$ cat config.mk
export PLATFORM = sky130hd
export DESIGN_NAME = acs_sequencer
export DESIGN_NICKNAME = d
export VERILOG_FILES = /design/src/acs_pkg.sv /design/src/acs_prescaler.sv /design/src/acs_trig_sync.sv /design/src/acs_sequencer.sv
export SDC_FILE = /design/constraint.sdc
export NUM_CORES = 1
export LEC_CHECK = 0
export BUFFER_PORTS_ARGS = -buffer_cell sky130_fd_sc_hd__buf_2
export CAP_MARGIN = 5
export CORE_ASPECT_RATIO = 0.8
export CORE_UTILIZATION = 50
export DETAILED_ROUTE_END_ITERATION = 8
export PLACE_DENSITY_LB_ADDON = 0.3
export SYNTH_ARGS = -nofsm -noshare
export SYNTH_HDL_FRONTEND = slang
export SYNTH_HIERARCHICAL = 1
export SYNTH_SLANG_ARGS = --single-unit
$ cat constraint.sdc
create_clock -name mclk -period 10.73 [get_ports mclk]
set_input_delay 1.073 -clock mclk [delete_from_list [all_inputs] [get_ports mclk]]
set_output_delay 1.073 -clock mclk [all_outputs]
set_load 0.005 [all_outputs]
$ cat src/acs_pkg.sv
// constants and types of the converter conversion sequencer
//
// Contract
// - converter clock derived from cpu clock by selectable prescaler
// - prescaler runs while enabled, held in reset while disabled
// - set start bit, conversion begins on next converter clock rise
// - ordinary conversion lasts 13 converter clock cycles
// - first conversion after enable lasts 25 converter clock cycles
// - sample at 1.5 cycles, or 13.5 cycles for the first
// - at completion write result, set done flag, clear start if single
// - start may be set again; next conversion on following clock rise
// - auto trigger event resets the prescaler for fixed start delay
// - auto-triggered: sample two cycles after trigger, 13.5 cycles total
// - three cpu clock cycles of trigger synchronisation
// - free running: next conversion starts at completion, start stays set
// - channel and reference follow a buffer while idle
// - selection frozen at start, follows again in last cycle
// - free running: conversion already started keeps the old channel
// - input above reference yields codes near full scale
// - low-noise sleep with conditions met starts a conversion on halt
// - sleep-started conversion still raises completion request if woken
// - other sleep modes leave the enable state untouched
// - further trigger edges during a conversion are ignored
// - flag used as trigger must clear before it can trigger again
package acs_pkg;

  // ----------------------------------------
  // register map
  // ----------------------------------------
  localparam logic [3:0] ACS_OFF_CTRL   = 4'h0;
  localparam logic [3:0] ACS_OFF_SEL    = 4'h4;
  localparam logic [3:0] ACS_OFF_RESULT = 4'h8;

  // converter_control_status_a fields
  localparam int ACS_BIT_ENABLE  = 0;
  localparam int ACS_BIT_START   = 1;
  localparam int ACS_BIT_AUTO    = 2;
  localparam int ACS_BIT_DONE    = 3;
  localparam int ACS_BIT_IRQEN   = 4;
  localparam int ACS_BIT_TRIGEXT = 5;
  localparam int ACS_BIT_DIV     = 8;

  // channel_reference_register fields
  localparam int ACS_BIT_CHAN = 0;
  localparam int ACS_BIT_REF  = 4;

  localparam logic [15:0] ACS_RST_CTRL = 16'h0000;
  localparam logic [15:0] ACS_RST_SEL  = 16'h0000;

  // ----------------------------------------
  // timing, in converter half cycles
  // ----------------------------------------
  localparam logic [5:0] ACS_SAMPLE_NORMAL = 6'h03; // 1.5 cycles
  localparam logic [5:0] ACS_DONE_NORMAL   = 6'h1a; // 13 cycles
  localparam logic [5:0] ACS_SAMPLE_FIRST  = 6'h1b; // 13.5 cycles
  localparam logic [5:0] ACS_DONE_FIRST    = 6'h32; // 25 cycles
  localparam logic [5:0] ACS_SAMPLE_AUTO   = 6'h04; // 2 cycles
  localparam logic [5:0] ACS_DONE_AUTO     = 6'h1b; // 13.5 cycles
  localparam logic [5:0] ACS_UNLOCK_BACK   = 6'h02; // last converter cycle

  localparam int ACS_SYNC_STAGES = 3;

  typedef enum logic [1:0] {
    ACS_KIND_NORMAL,
    ACS_KIND_FIRST,
    ACS_KIND_AUTO
  } acs_kind_t;

  typedef enum logic [1:0] {
    ACS_IDLE,
    ACS_WAIT_EDGE,
    ACS_CONVERT
  } acs_phase_t;

endpackage

$ cat src/acs_prescaler.sv
// converter clock prescaler producing rise and fall ticks
`timescale 1ns/1ps
module acs_prescaler import acs_pkg::*; (
  // clock and reset
  input  wire logic       mclk,
  input  wire logic       rstn,
  // control
  input  wire logic       enable,
  input  wire logic       clear,
  input  wire logic [2:0] divSel,
  // ticks, one cpu cycle each
  output logic            riseTick,
  output logic            fallTick
);

  typedef struct packed {
    logic [6:0] count;
  } acs_presc_t;

  acs_presc_t s_q;
  acs_presc_t s_d;

  // selects 0 and 1 both divide by two
  function automatic logic [7:0] ratioOf(input logic [2:0] sel);
    ratioOf = (sel == 3'h0) ? 8'h02 : (8'h01 << sel);
  endfunction

  logic [7:0] ratio;
  logic       wrap;

  always_comb begin
    ratio    = ratioOf(divSel);
    wrap     = ({1'b0, s_q.count} == ratio - 8'h01);
    riseTick = enable && !clear && wrap;
    fallTick = enable && !clear
               && ({1'b0, s_q.count} == (ratio >> 1) - 8'h01);
    s_d      = s_q;
    if (!enable || clear || wrap) begin
      s_d.count = 7'h00;
    end else begin
      s_d.count = s_q.count + 7'h01;
    end
  end

  always_ff @(posedge mclk or negedge rstn) begin
    if (!rstn) begin
      s_q <= '0;
    end else begin
      s_q <= s_d;
    end
  end

  a_presc_hold: assert property (
    @(posedge mclk) disable iff (!rstn)
    !enable |=> s_q.count == 7'h00)
    else $error("prescaler ran while off");

endmodule // acs_prescaler

$ cat src/acs_trig_sync.sv
// trigger synchroniser and rising edge detector
`timescale 1ns/1ps
module acs_trig_sync import acs_pkg::*; (
  // clock and reset
  input  wire logic mclk,
  input  wire logic rstn,
  // asynchronous trigger
  input  wire logic trigIn,
  // one-cycle edge pulse
  output logic      trigEdge
);

  typedef struct packed {
    logic [ACS_SYNC_STAGES-1:0] ff;
    logic                       level;
    logic                       edgeHit;
  } acs_sync_t;

  acs_sync_t s_q;
  acs_sync_t s_d;

  always_comb begin
    s_d    = s_q;
    s_d.ff = {s_q.ff[1:0], trigIn};
    // only the second and third stages are looked at
    if (s_q.ff[1] == s_q.ff[2]) begin
      s_d.level = s_q.ff[2];
    end
    s_d.edgeHit = s_d.level && !s_q.level;
  end

  assign trigEdge = s_q.edgeHit;

  always_ff @(posedge mclk or negedge rstn) begin
    if (!rstn) begin
      s_q <= '0;
    end else begin
      s_q <= s_d;
    end
  end

endmodule // acs_trig_sync

$ cat src/acs_sequencer.sv
// converter conversion sequencer with register port
//
// The implementer's own choices: the placing of the registers and strobed register access.
`timescale 1ns/1ps
module acs_sequencer import acs_pkg::*; (
  // clock and reset
  input  wire logic        mclk,
  input  wire logic        rstn,
  // register port
  input  wire logic [3:0]  regAddr,
  input  wire logic [15:0] regWdata,
  input  wire logic        regWrite,
  input  wire logic        regRead,
  output logic      [15:0] regRdata,
  // trigger and power state
  input  wire logic        trigIn,
  input  wire logic        cpuHalted,
  input  wire logic        sleepNoiseMode,
  // analog converter side
  input  wire logic [9:0]  resultIn,
  output logic             sampleHold,
  output logic             convActive,
  output logic      [3:0]  channelSel,
  output logic      [2:0]  referenceSel,
  output logic             doneIrqReq
);

  // ----------------------------------------
  // state
  // ----------------------------------------
  typedef struct packed {
    logic        enable;
    logic        start;
    logic        autoTrig;
    logic        doneFlag;
    logic        irqEn;
    logic        trigExt;
    logic [2:0]  divSel;
    logic [3:0]  chanBuf;
    logic [2:0]  refBuf;
    logic [3:0]  chanLive;
    logic [2:0]  refLive;
    acs_phase_t  phase;
    acs_kind_t   kind;
    logic        firstPend;
    logic [5:0]  half;
    logic [9:0]  result;
    logic [15:0] rdata;
    logic        sampleHold;
    logic        active;
    logic        irqReq;
    logic        haltPrev;
  } acs_state_t;

  acs_state_t s_q;
  acs_state_t s_d;

  function automatic logic [5:0] sampleAt(input acs_kind_t k);
    unique case (k)
      ACS_KIND_FIRST: sampleAt = ACS_SAMPLE_FIRST;
      ACS_KIND_AUTO:  sampleAt = ACS_SAMPLE_AUTO;
      default:        sampleAt = ACS_SAMPLE_NORMAL;
    endcase
  endfunction

  function automatic logic [5:0] doneAt(input acs_kind_t k);
    unique case (k)
      ACS_KIND_FIRST: doneAt = ACS_DONE_FIRST;
      ACS_KIND_AUTO:  doneAt = ACS_DONE_AUTO;
      default:        doneAt = ACS_DONE_NORMAL;
    endcase
  endfunction

  // ----------------------------------------
  // converter clock and trigger
  // ----------------------------------------
  logic riseTick;
  logic fallTick;
  logic trigEdge;
  logic autoStart;

  acs_prescaler uPresc (
    .mclk     (mclk),
    .rstn     (rstn),
    .enable   (s_q.enable),
    .clear    (autoStart),
    .divSel   (s_q.divSel),
    .riseTick (riseTick),
    .fallTick (fallTick)
  );

  acs_trig_sync uSync (
    .mclk     (mclk),
    .rstn     (rstn),
    .trigIn   (trigIn),
    .trigEdge (trigEdge)
  );

  // ----------------------------------------
  // next state
  // ----------------------------------------
  logic       halfTick;
  logic [5:0] halfNext;
  logic       complete;
  logic       freeRun;
  logic       doneClr;
  logic       haltRise;
  logic       sleepStart;

  always_comb begin
    s_d        = s_q;
    s_d.rdata  = 16'h0000;
    s_d.sampleHold = 1'b0;
    doneClr    = 1'b0;
    halfTick   = riseTick || fallTick;
    halfNext   = s_q.half + 6'h01;
    freeRun    = s_q.autoTrig && !s_q.trigExt;
    // an edge during a conversion or a pending start is dropped
    autoStart  = s_q.enable && s_q.autoTrig && s_q.trigExt && trigEdge
                 && (s_q.phase == ACS_IDLE);
    complete   = (s_q.phase == ACS_CONVERT) && halfTick
                 && (halfNext == doneAt(s_q.kind));
    haltRise   = cpuHalted && !s_q.haltPrev;
    sleepStart = haltRise && sleepNoiseMode && s_q.enable && s_q.irqEn
                 && !s_q.autoTrig && !s_q.start
                 && (s_q.phase == ACS_IDLE);
    s_d.haltPrev = cpuHalted;

    // register reads, data in the following cycle only
    if (regRead) begin
      unique case (regAddr)
        ACS_OFF_CTRL: begin
          s_d.rdata[ACS_BIT_ENABLE]  = s_q.enable;
          s_d.rdata[ACS_BIT_START]   = s_q.start;
          s_d.rdata[ACS_BIT_AUTO]    = s_q.autoTrig;
          s_d.rdata[ACS_BIT_DONE]    = s_q.doneFlag;
          s_d.rdata[ACS_BIT_IRQEN]   = s_q.irqEn;
          s_d.rdata[ACS_BIT_TRIGEXT] = s_q.trigExt;
          s_d.rdata[ACS_BIT_DIV +: 3] = s_q.divSel;
        end
        ACS_OFF_SEL: begin
          s_d.rdata[ACS_BIT_CHAN +: 4] = s_q.chanBuf;
          s_d.rdata[ACS_BIT_REF +: 3]  = s_q.refBuf;
        end
        ACS_OFF_RESULT: begin
          s_d.rdata[9:0] = s_q.result;
        end
        default: begin
          s_d.rdata = 16'h0000;
        end
      endcase
    end

    // register writes; a write with enable set can set start but never clear it
    if (regWrite) begin
      unique case (regAddr)
        ACS_OFF_CTRL: begin
          s_d.enable   = regWdata[ACS_BIT_ENABLE];
          s_d.start    = s_q.start || regWdata[ACS_BIT_START];
          s_d.autoTrig = regWdata[ACS_BIT_AUTO];
          s_d.irqEn    = regWdata[ACS_BIT_IRQEN];
          s_d.trigExt  = regWdata[ACS_BIT_TRIGEXT];
          s_d.divSel   = regWdata[ACS_BIT_DIV +: 3];
          doneClr      = regWdata[ACS_BIT_DONE];
        end
        ACS_OFF_SEL: begin
          s_d.chanBuf = regWdata[ACS_BIT_CHAN +: 4];
          s_d.refBuf  = regWdata[ACS_BIT_REF +: 3];
        end
        default: begin
          s_d.enable = s_q.enable;
        end
      endcase
    end

    if (doneClr) begin
      s_d.doneFlag = 1'b0;
    end
    if (sleepStart) begin
      s_d.start = 1'b1;
    end

    // conversion sequence
    unique case (s_q.phase)
      ACS_IDLE: begin
        if (autoStart) begin
          s_d.phase = ACS_CONVERT;
          s_d.half  = 6'h00;
          s_d.start = 1'b1;
          s_d.kind  = s_q.firstPend ? ACS_KIND_FIRST : ACS_KIND_AUTO;
          s_d.firstPend = 1'b0;
        end else if (s_q.start && s_q.enable) begin
          s_d.phase = ACS_WAIT_EDGE;
        end
      end
      ACS_WAIT_EDGE: begin
        if (riseTick) begin
          s_d.phase = ACS_CONVERT;
          s_d.half  = 6'h00;
          s_d.kind  = s_q.firstPend ? ACS_KIND_FIRST : ACS_KIND_NORMAL;
          s_d.firstPend = 1'b0;
        end
      end
      ACS_CONVERT: begin
        if (halfTick) begin
          s_d.half = halfNext;
          if (halfNext == sampleAt(s_q.kind)) begin
            s_d.sampleHold = 1'b1;
          end
        end
        if (complete) begin
          // analog side saturates above the reference
          s_d.result   = resultIn;
          s_d.doneFlag = 1'b1;
          if (freeRun) begin
            s_d.phase = ACS_CONVERT;
            s_d.half  = 6'h00;
            s_d.kind  = ACS_KIND_NORMAL;
          end else begin
            s_d.phase = ACS_IDLE;
            s_d.start = 1'b0;
          end
        end
      end
    endcase

    // selection is locked during a conversion except in its last converter cycle
    if (s_q.phase != ACS_CONVERT
        || s_q.half >= doneAt(s_q.kind) - ACS_UNLOCK_BACK) begin
      s_d.chanLive = s_q.chanBuf;
      s_d.refLive  = s_q.refBuf;
    end

    // converter held idle while off; sleep never touches enable
    if (!s_d.enable) begin
      s_d.phase     = ACS_IDLE;
      s_d.start     = 1'b0;
      s_d.half      = 6'h00;
      s_d.firstPend = 1'b1;
      s_d.sampleHold = 1'b0;
    end
    s_d.active = (s_d.phase == ACS_CONVERT);
    s_d.irqReq = s_d.doneFlag && s_d.irqEn;
  end

  always_ff @(posedge mclk or negedge rstn) begin
    if (!rstn) begin
      s_q           <= '0;
      s_q.phase     <= ACS_IDLE;
      s_q.kind      <= ACS_KIND_NORMAL;
      s_q.firstPend <= 1'b1;
    end else begin
      s_q <= s_d;
    end
  end

  // ----------------------------------------
  // outputs
  // ----------------------------------------
  assign regRdata     = s_q.rdata;
  assign sampleHold   = s_q.sampleHold;
  assign convActive   = s_q.active;
  assign channelSel   = s_q.chanLive;
  assign referenceSel = s_q.refLive;
  assign doneIrqReq   = s_q.irqReq;

  // ----------------------------------------
  // checks
  // ----------------------------------------
  a_start_on_rise: assert property (
    @(posedge mclk) disable iff (!rstn)
    s_q.phase == ACS_WAIT_EDGE && riseTick && s_d.enable
    |=> s_q.phase == ACS_CONVERT && s_q.half == 6'h00)
    else $error("start did not follow converter clock rise");

  a_normal_len: assert property (
    @(posedge mclk) disable iff (!rstn)
    s_q.phase == ACS_CONVERT && s_q.kind == ACS_KIND_NORMAL
    |-> s_q.half < ACS_DONE_NORMAL)
    else $error("normal conversion overran 13 cycles");

  a_first_kind: assert property (
    @(posedge mclk) disable iff (!rstn)
    s_q.phase == ACS_WAIT_EDGE && riseTick && s_q.firstPend && s_d.enable
    |=> s_q.kind == ACS_KIND_FIRST)
    else $error("first conversion not given 25 cycles");

  a_sample_point: assert property (
    @(posedge mclk) disable iff (!rstn)
    s_q.sampleHold |-> s_q.half == sampleAt(s_q.kind))
    else $error("sample taken at wrong point");

  a_single_clear: assert property (
    @(posedge mclk) disable iff (!rstn)
    complete && !freeRun && s_d.enable
    |=> !s_q.start && s_q.doneFlag && s_q.result == $past(resultIn))
    else $error("single completion mishandled");

  a_free_rerun: assert property (
    @(posedge mclk) disable iff (!rstn)
    complete && freeRun && s_d.enable
    |=> s_q.phase == ACS_CONVERT && s_q.start && s_q.half == 6'h00)
    else $error("free running did not restart");

  a_select_lock: assert property (
    @(posedge mclk) disable iff (!rstn)
    s_q.phase == ACS_CONVERT && $past(s_q.phase) == ACS_CONVERT
    && s_q.half < doneAt(s_q.kind) - ACS_UNLOCK_BACK
    && $past(s_q.half) <= s_q.half
    |=> s_q.chanLive == $past(s_q.chanLive))
    else $error("selection moved while locked");

  a_edge_ignored: assert property (
    @(posedge mclk) disable iff (!rstn)
    trigEdge && s_q.phase == ACS_CONVERT && !complete && s_d.enable
    |=> s_q.half >= $past(s_q.half))
    else $error("trigger restarted a running conversion");

  a_idle_follow: assert property (
    @(posedge mclk) disable iff (!rstn)
    s_q.phase != ACS_CONVERT
    |=> s_q.chanLive == $past(s_q.chanBuf)
        && s_q.refLive == $past(s_q.refBuf))
    else $error("selection did not follow buffer while idle");

  a_sleep_start: assert property (
    @(posedge mclk) disable iff (!rstn)
    $rose(cpuHalted) && sleepNoiseMode && s_q.enable && s_q.irqEn
    && !s_q.autoTrig && s_q.phase == ACS_IDLE && s_d.enable
    |=> s_q.start)
    else $error("sleep entry did not start a conversion");

endmodule // acs_sequencer

==> results.ini <==
[worst_setup_path]
crit_chain=inv_2 > or3_1 > ha_1 > xor2_1 > nand2_4 > a311oi_4 > and3_1 > o21a_1 > nand4b_1 > a21oi_1 > nand4b_1 > a221o_1 > a221oi_2
slowest_stage=dfrtp_1
cp_top_family=compound AO/OA/AOI/OAI gates
r2r-start=s_q[56]
crit_start=s_q[56]
worstPathBufferInverterCount=1
worst_r2r_path_depth=13
cpPeakStageDelay_ns=0.60
arrival_ns=4.48
r2r_end=convActive
rrSetupSlack_ns=6.49
critical_path_class=reg2reg
worstPathRequired_ns=10.97
startpoint_type=flop
cp-end-kind=flop
crit_fanout=14
cp_common_cell=nand4b_1

[worst_hold_path]
hp-start=uSync/s_d[3]
min_to=uSync/s_d[4]
worstHoldPathType=reg2reg
whs_path_depth=0

[detailed_routing]
drt-wirelength-per-cell_um=15.0
wl_um=7550
vias=2739
postRouteAntennaNets=0
drt-vias-per-instance=5.43
drc_errors=0
drtPass1Iterations=5
dr.first_iter.drc_count=178

[power]
p_comb_share_pct=19.3
cellLeakagePower_nw=1.99
power_density_mw_per_mm2=173
p_clk_share_pct=35.7
switching_power_uw=217
peakVddDrop_mv=0.0907
p_sw_share_pct=29.3
internal-power_uw=524
seqPwrFrac_pct=45.0

[floorplanning]
die_y_um=80.7
core_area_mm2=0.00746
num_rows=28
floorplan.initialDensity_pct=51.9
die-area_mm2=0.00810
fp.dieW_um=100
io-pin-count=63

[timing]
fin_crit_sh_pct=39.5
timing.setup.tns_ns=0
worstMarginPinSlew_ns=0.865
rsz0062_at_grt=no
clock.fmax_mhz=236
period_needed_ns=4.24
clock_skew_ns=0.0130
slew_headroom_pct=42.3
hold_viol=0
slew_violations=0
setup-violations-final=0

[cells_and_area]
fin_area_mm2=0.00427
n_antenna_cell=0
syn_to_final_growth_pct=10.3
nets=440
drive_above_1_share_pct=29.1

[grt]
grt_pass1_wl_um=12400
first_global_vias=2563
grt_max_degree=72
grt-ovfl-total=0
grt_usage_pct=20.2
antenna_found_initial=0

[placed_design]
port_buffers=51
place.gp.congestion=0.860
hpwl_um=5260
dpl_cell_area_mm2=0.00402

[logic_synthesis]
synth_top_area_share_pct=45.2
yosys-top-cells-area=dfrtp_1, mux2_2, buf_4, ha_1, a21oi_1
yosysMostFrequentCell=dfrtp_1
avgSynthCellArea_um2=10.6
yosys.area.top_type=dfrtp_1
synth_flop_cell=dfrtp_1
synthTopCellsByCount=dfrtp_1, mux2_2, nor2_1, buf_4, nand2_1
synth_edf_count=0
syn_area_mm2=0.00387
syn_inst=366
synthArstFlopShare_pct=100
synth-seq-cells=71
synthDistinctLibCells=64
yosysWarnings=6
yosysSeqAreaShare_pct=45.9

[clock_tree]
path_clk_slew_ns=0.08
cts-resized-gates=0
htree_levels=3
cts_setup_buffers=0
cts_hold_buf=0
clockBufferDepth=2
clk_latency_ns=0.34
root_buffer=clkbuf_8
cts.sink_count=71
tritoncts=built
cts_made_buffers=9

[flow_run]
maxCapViolCount=0

[status]
status=complete, no violations

## worst reg2reg max path: cells and delay by family, from the launching register on
family	cells	cell delay (ns)
compound gates	5	1.49
xor+xnor	1	0.25
fa+ha+maj	1	0.34
buf+inv	1	0.11
flops	1	0.60
simple gates	5	1.35
## flip-flops by register name (all words and copies together), names as in the netlist
name	count
regRdata	11
convActive	1
s_q	38
uSync/s_q	2
uSync/s_d	2
sampleHold	1
uPresc/s_q	7
referenceSel	3
doneIrqReq	1
channelSel	4
uSync/trigEdge	1
## kinds of logic after synthesis
group,Yosys count,synth area share (%)
and+or+nand+nor,112,16.3
buffers and inverters,52,7.98
other,1,0.0969
DFF,71,45.9
xor gates and xnor gates,15,3.39
adders and majority gates,11,3.46
muxes,42,12.0
AOI/OAI and AO/OA,62,10.9
## area by class of cell
cell class | count | area (um^2)
well taps | 105 | 131
inverters | 13 | 48.8
repair buffers | 52 | 263
flip-flops and latches | 71 | 1780
clock buffers | 9 | 124
fillers | 666 | 3190
multi-input cells | 247 | 1800
clock inverters | 7 | 128
## per-stage QoR
step                setup WS [ns]  util (%)  hold WS, ns  power (mW)  cells
floorplan                    7.17         -        0.331       0.448    370
global placement             6.61      53.9        0.333       0.476    488
detailed placement           6.57      53.9        0.337       0.481    488
CTS                          6.53      57.2        0.355       0.748    504
global route                 6.14      57.2        0.366       0.782    504
finish                       6.49      57.2        0.353       0.741    504
## layout by cell type, fill, tap and decap left out, types with 10 or more instances in the layout
cell and count:
nor2_1 28, nand2_1 22, o21ai_0 11, mux2i_1 10
mux2_2 31, dfrtp_1 70, buf_2 51, a21oi_1 21
nand3_1 11, inv_1 10
## power by group through the flow
stage / Sequential, mW / Clock [mW] / Combinational, mW
after floorplan: 0.322 / 0 / 0.126
after CTS: 0.334 / 0.271 / 0.143
after global routing: 0.340 / 0.282 / 0.160
after detailed placement: 0.339 / 0 / 0.142
after global placement: 0.338 / 0 / 0.138
final: 0.333 / 0.264 / 0.143
## how the worst max path moves through the flow
stage,end,slack (ns),cells after the start
2_1_floorplan,convActive,7.17,15
3_3_place_gp,s_q[38],6.61,13
3_5_place_dp,s_q[38],6.57,13
4_1_cts,s_q[38],6.53,13
5_1_grt,convActive,6.14,13
6_report,convActive,6.49,13
## per-layer routing
metal	track usage [%]	vias to the layer above	share of wire, %
met5	0	-	0
met4	6.96	0	0.53
met3	5.05	2	4.1
met2	33.3	55	48
met1	26.0	1357	47
li1	-	1325	-
(Power assumes the default switching activity.)
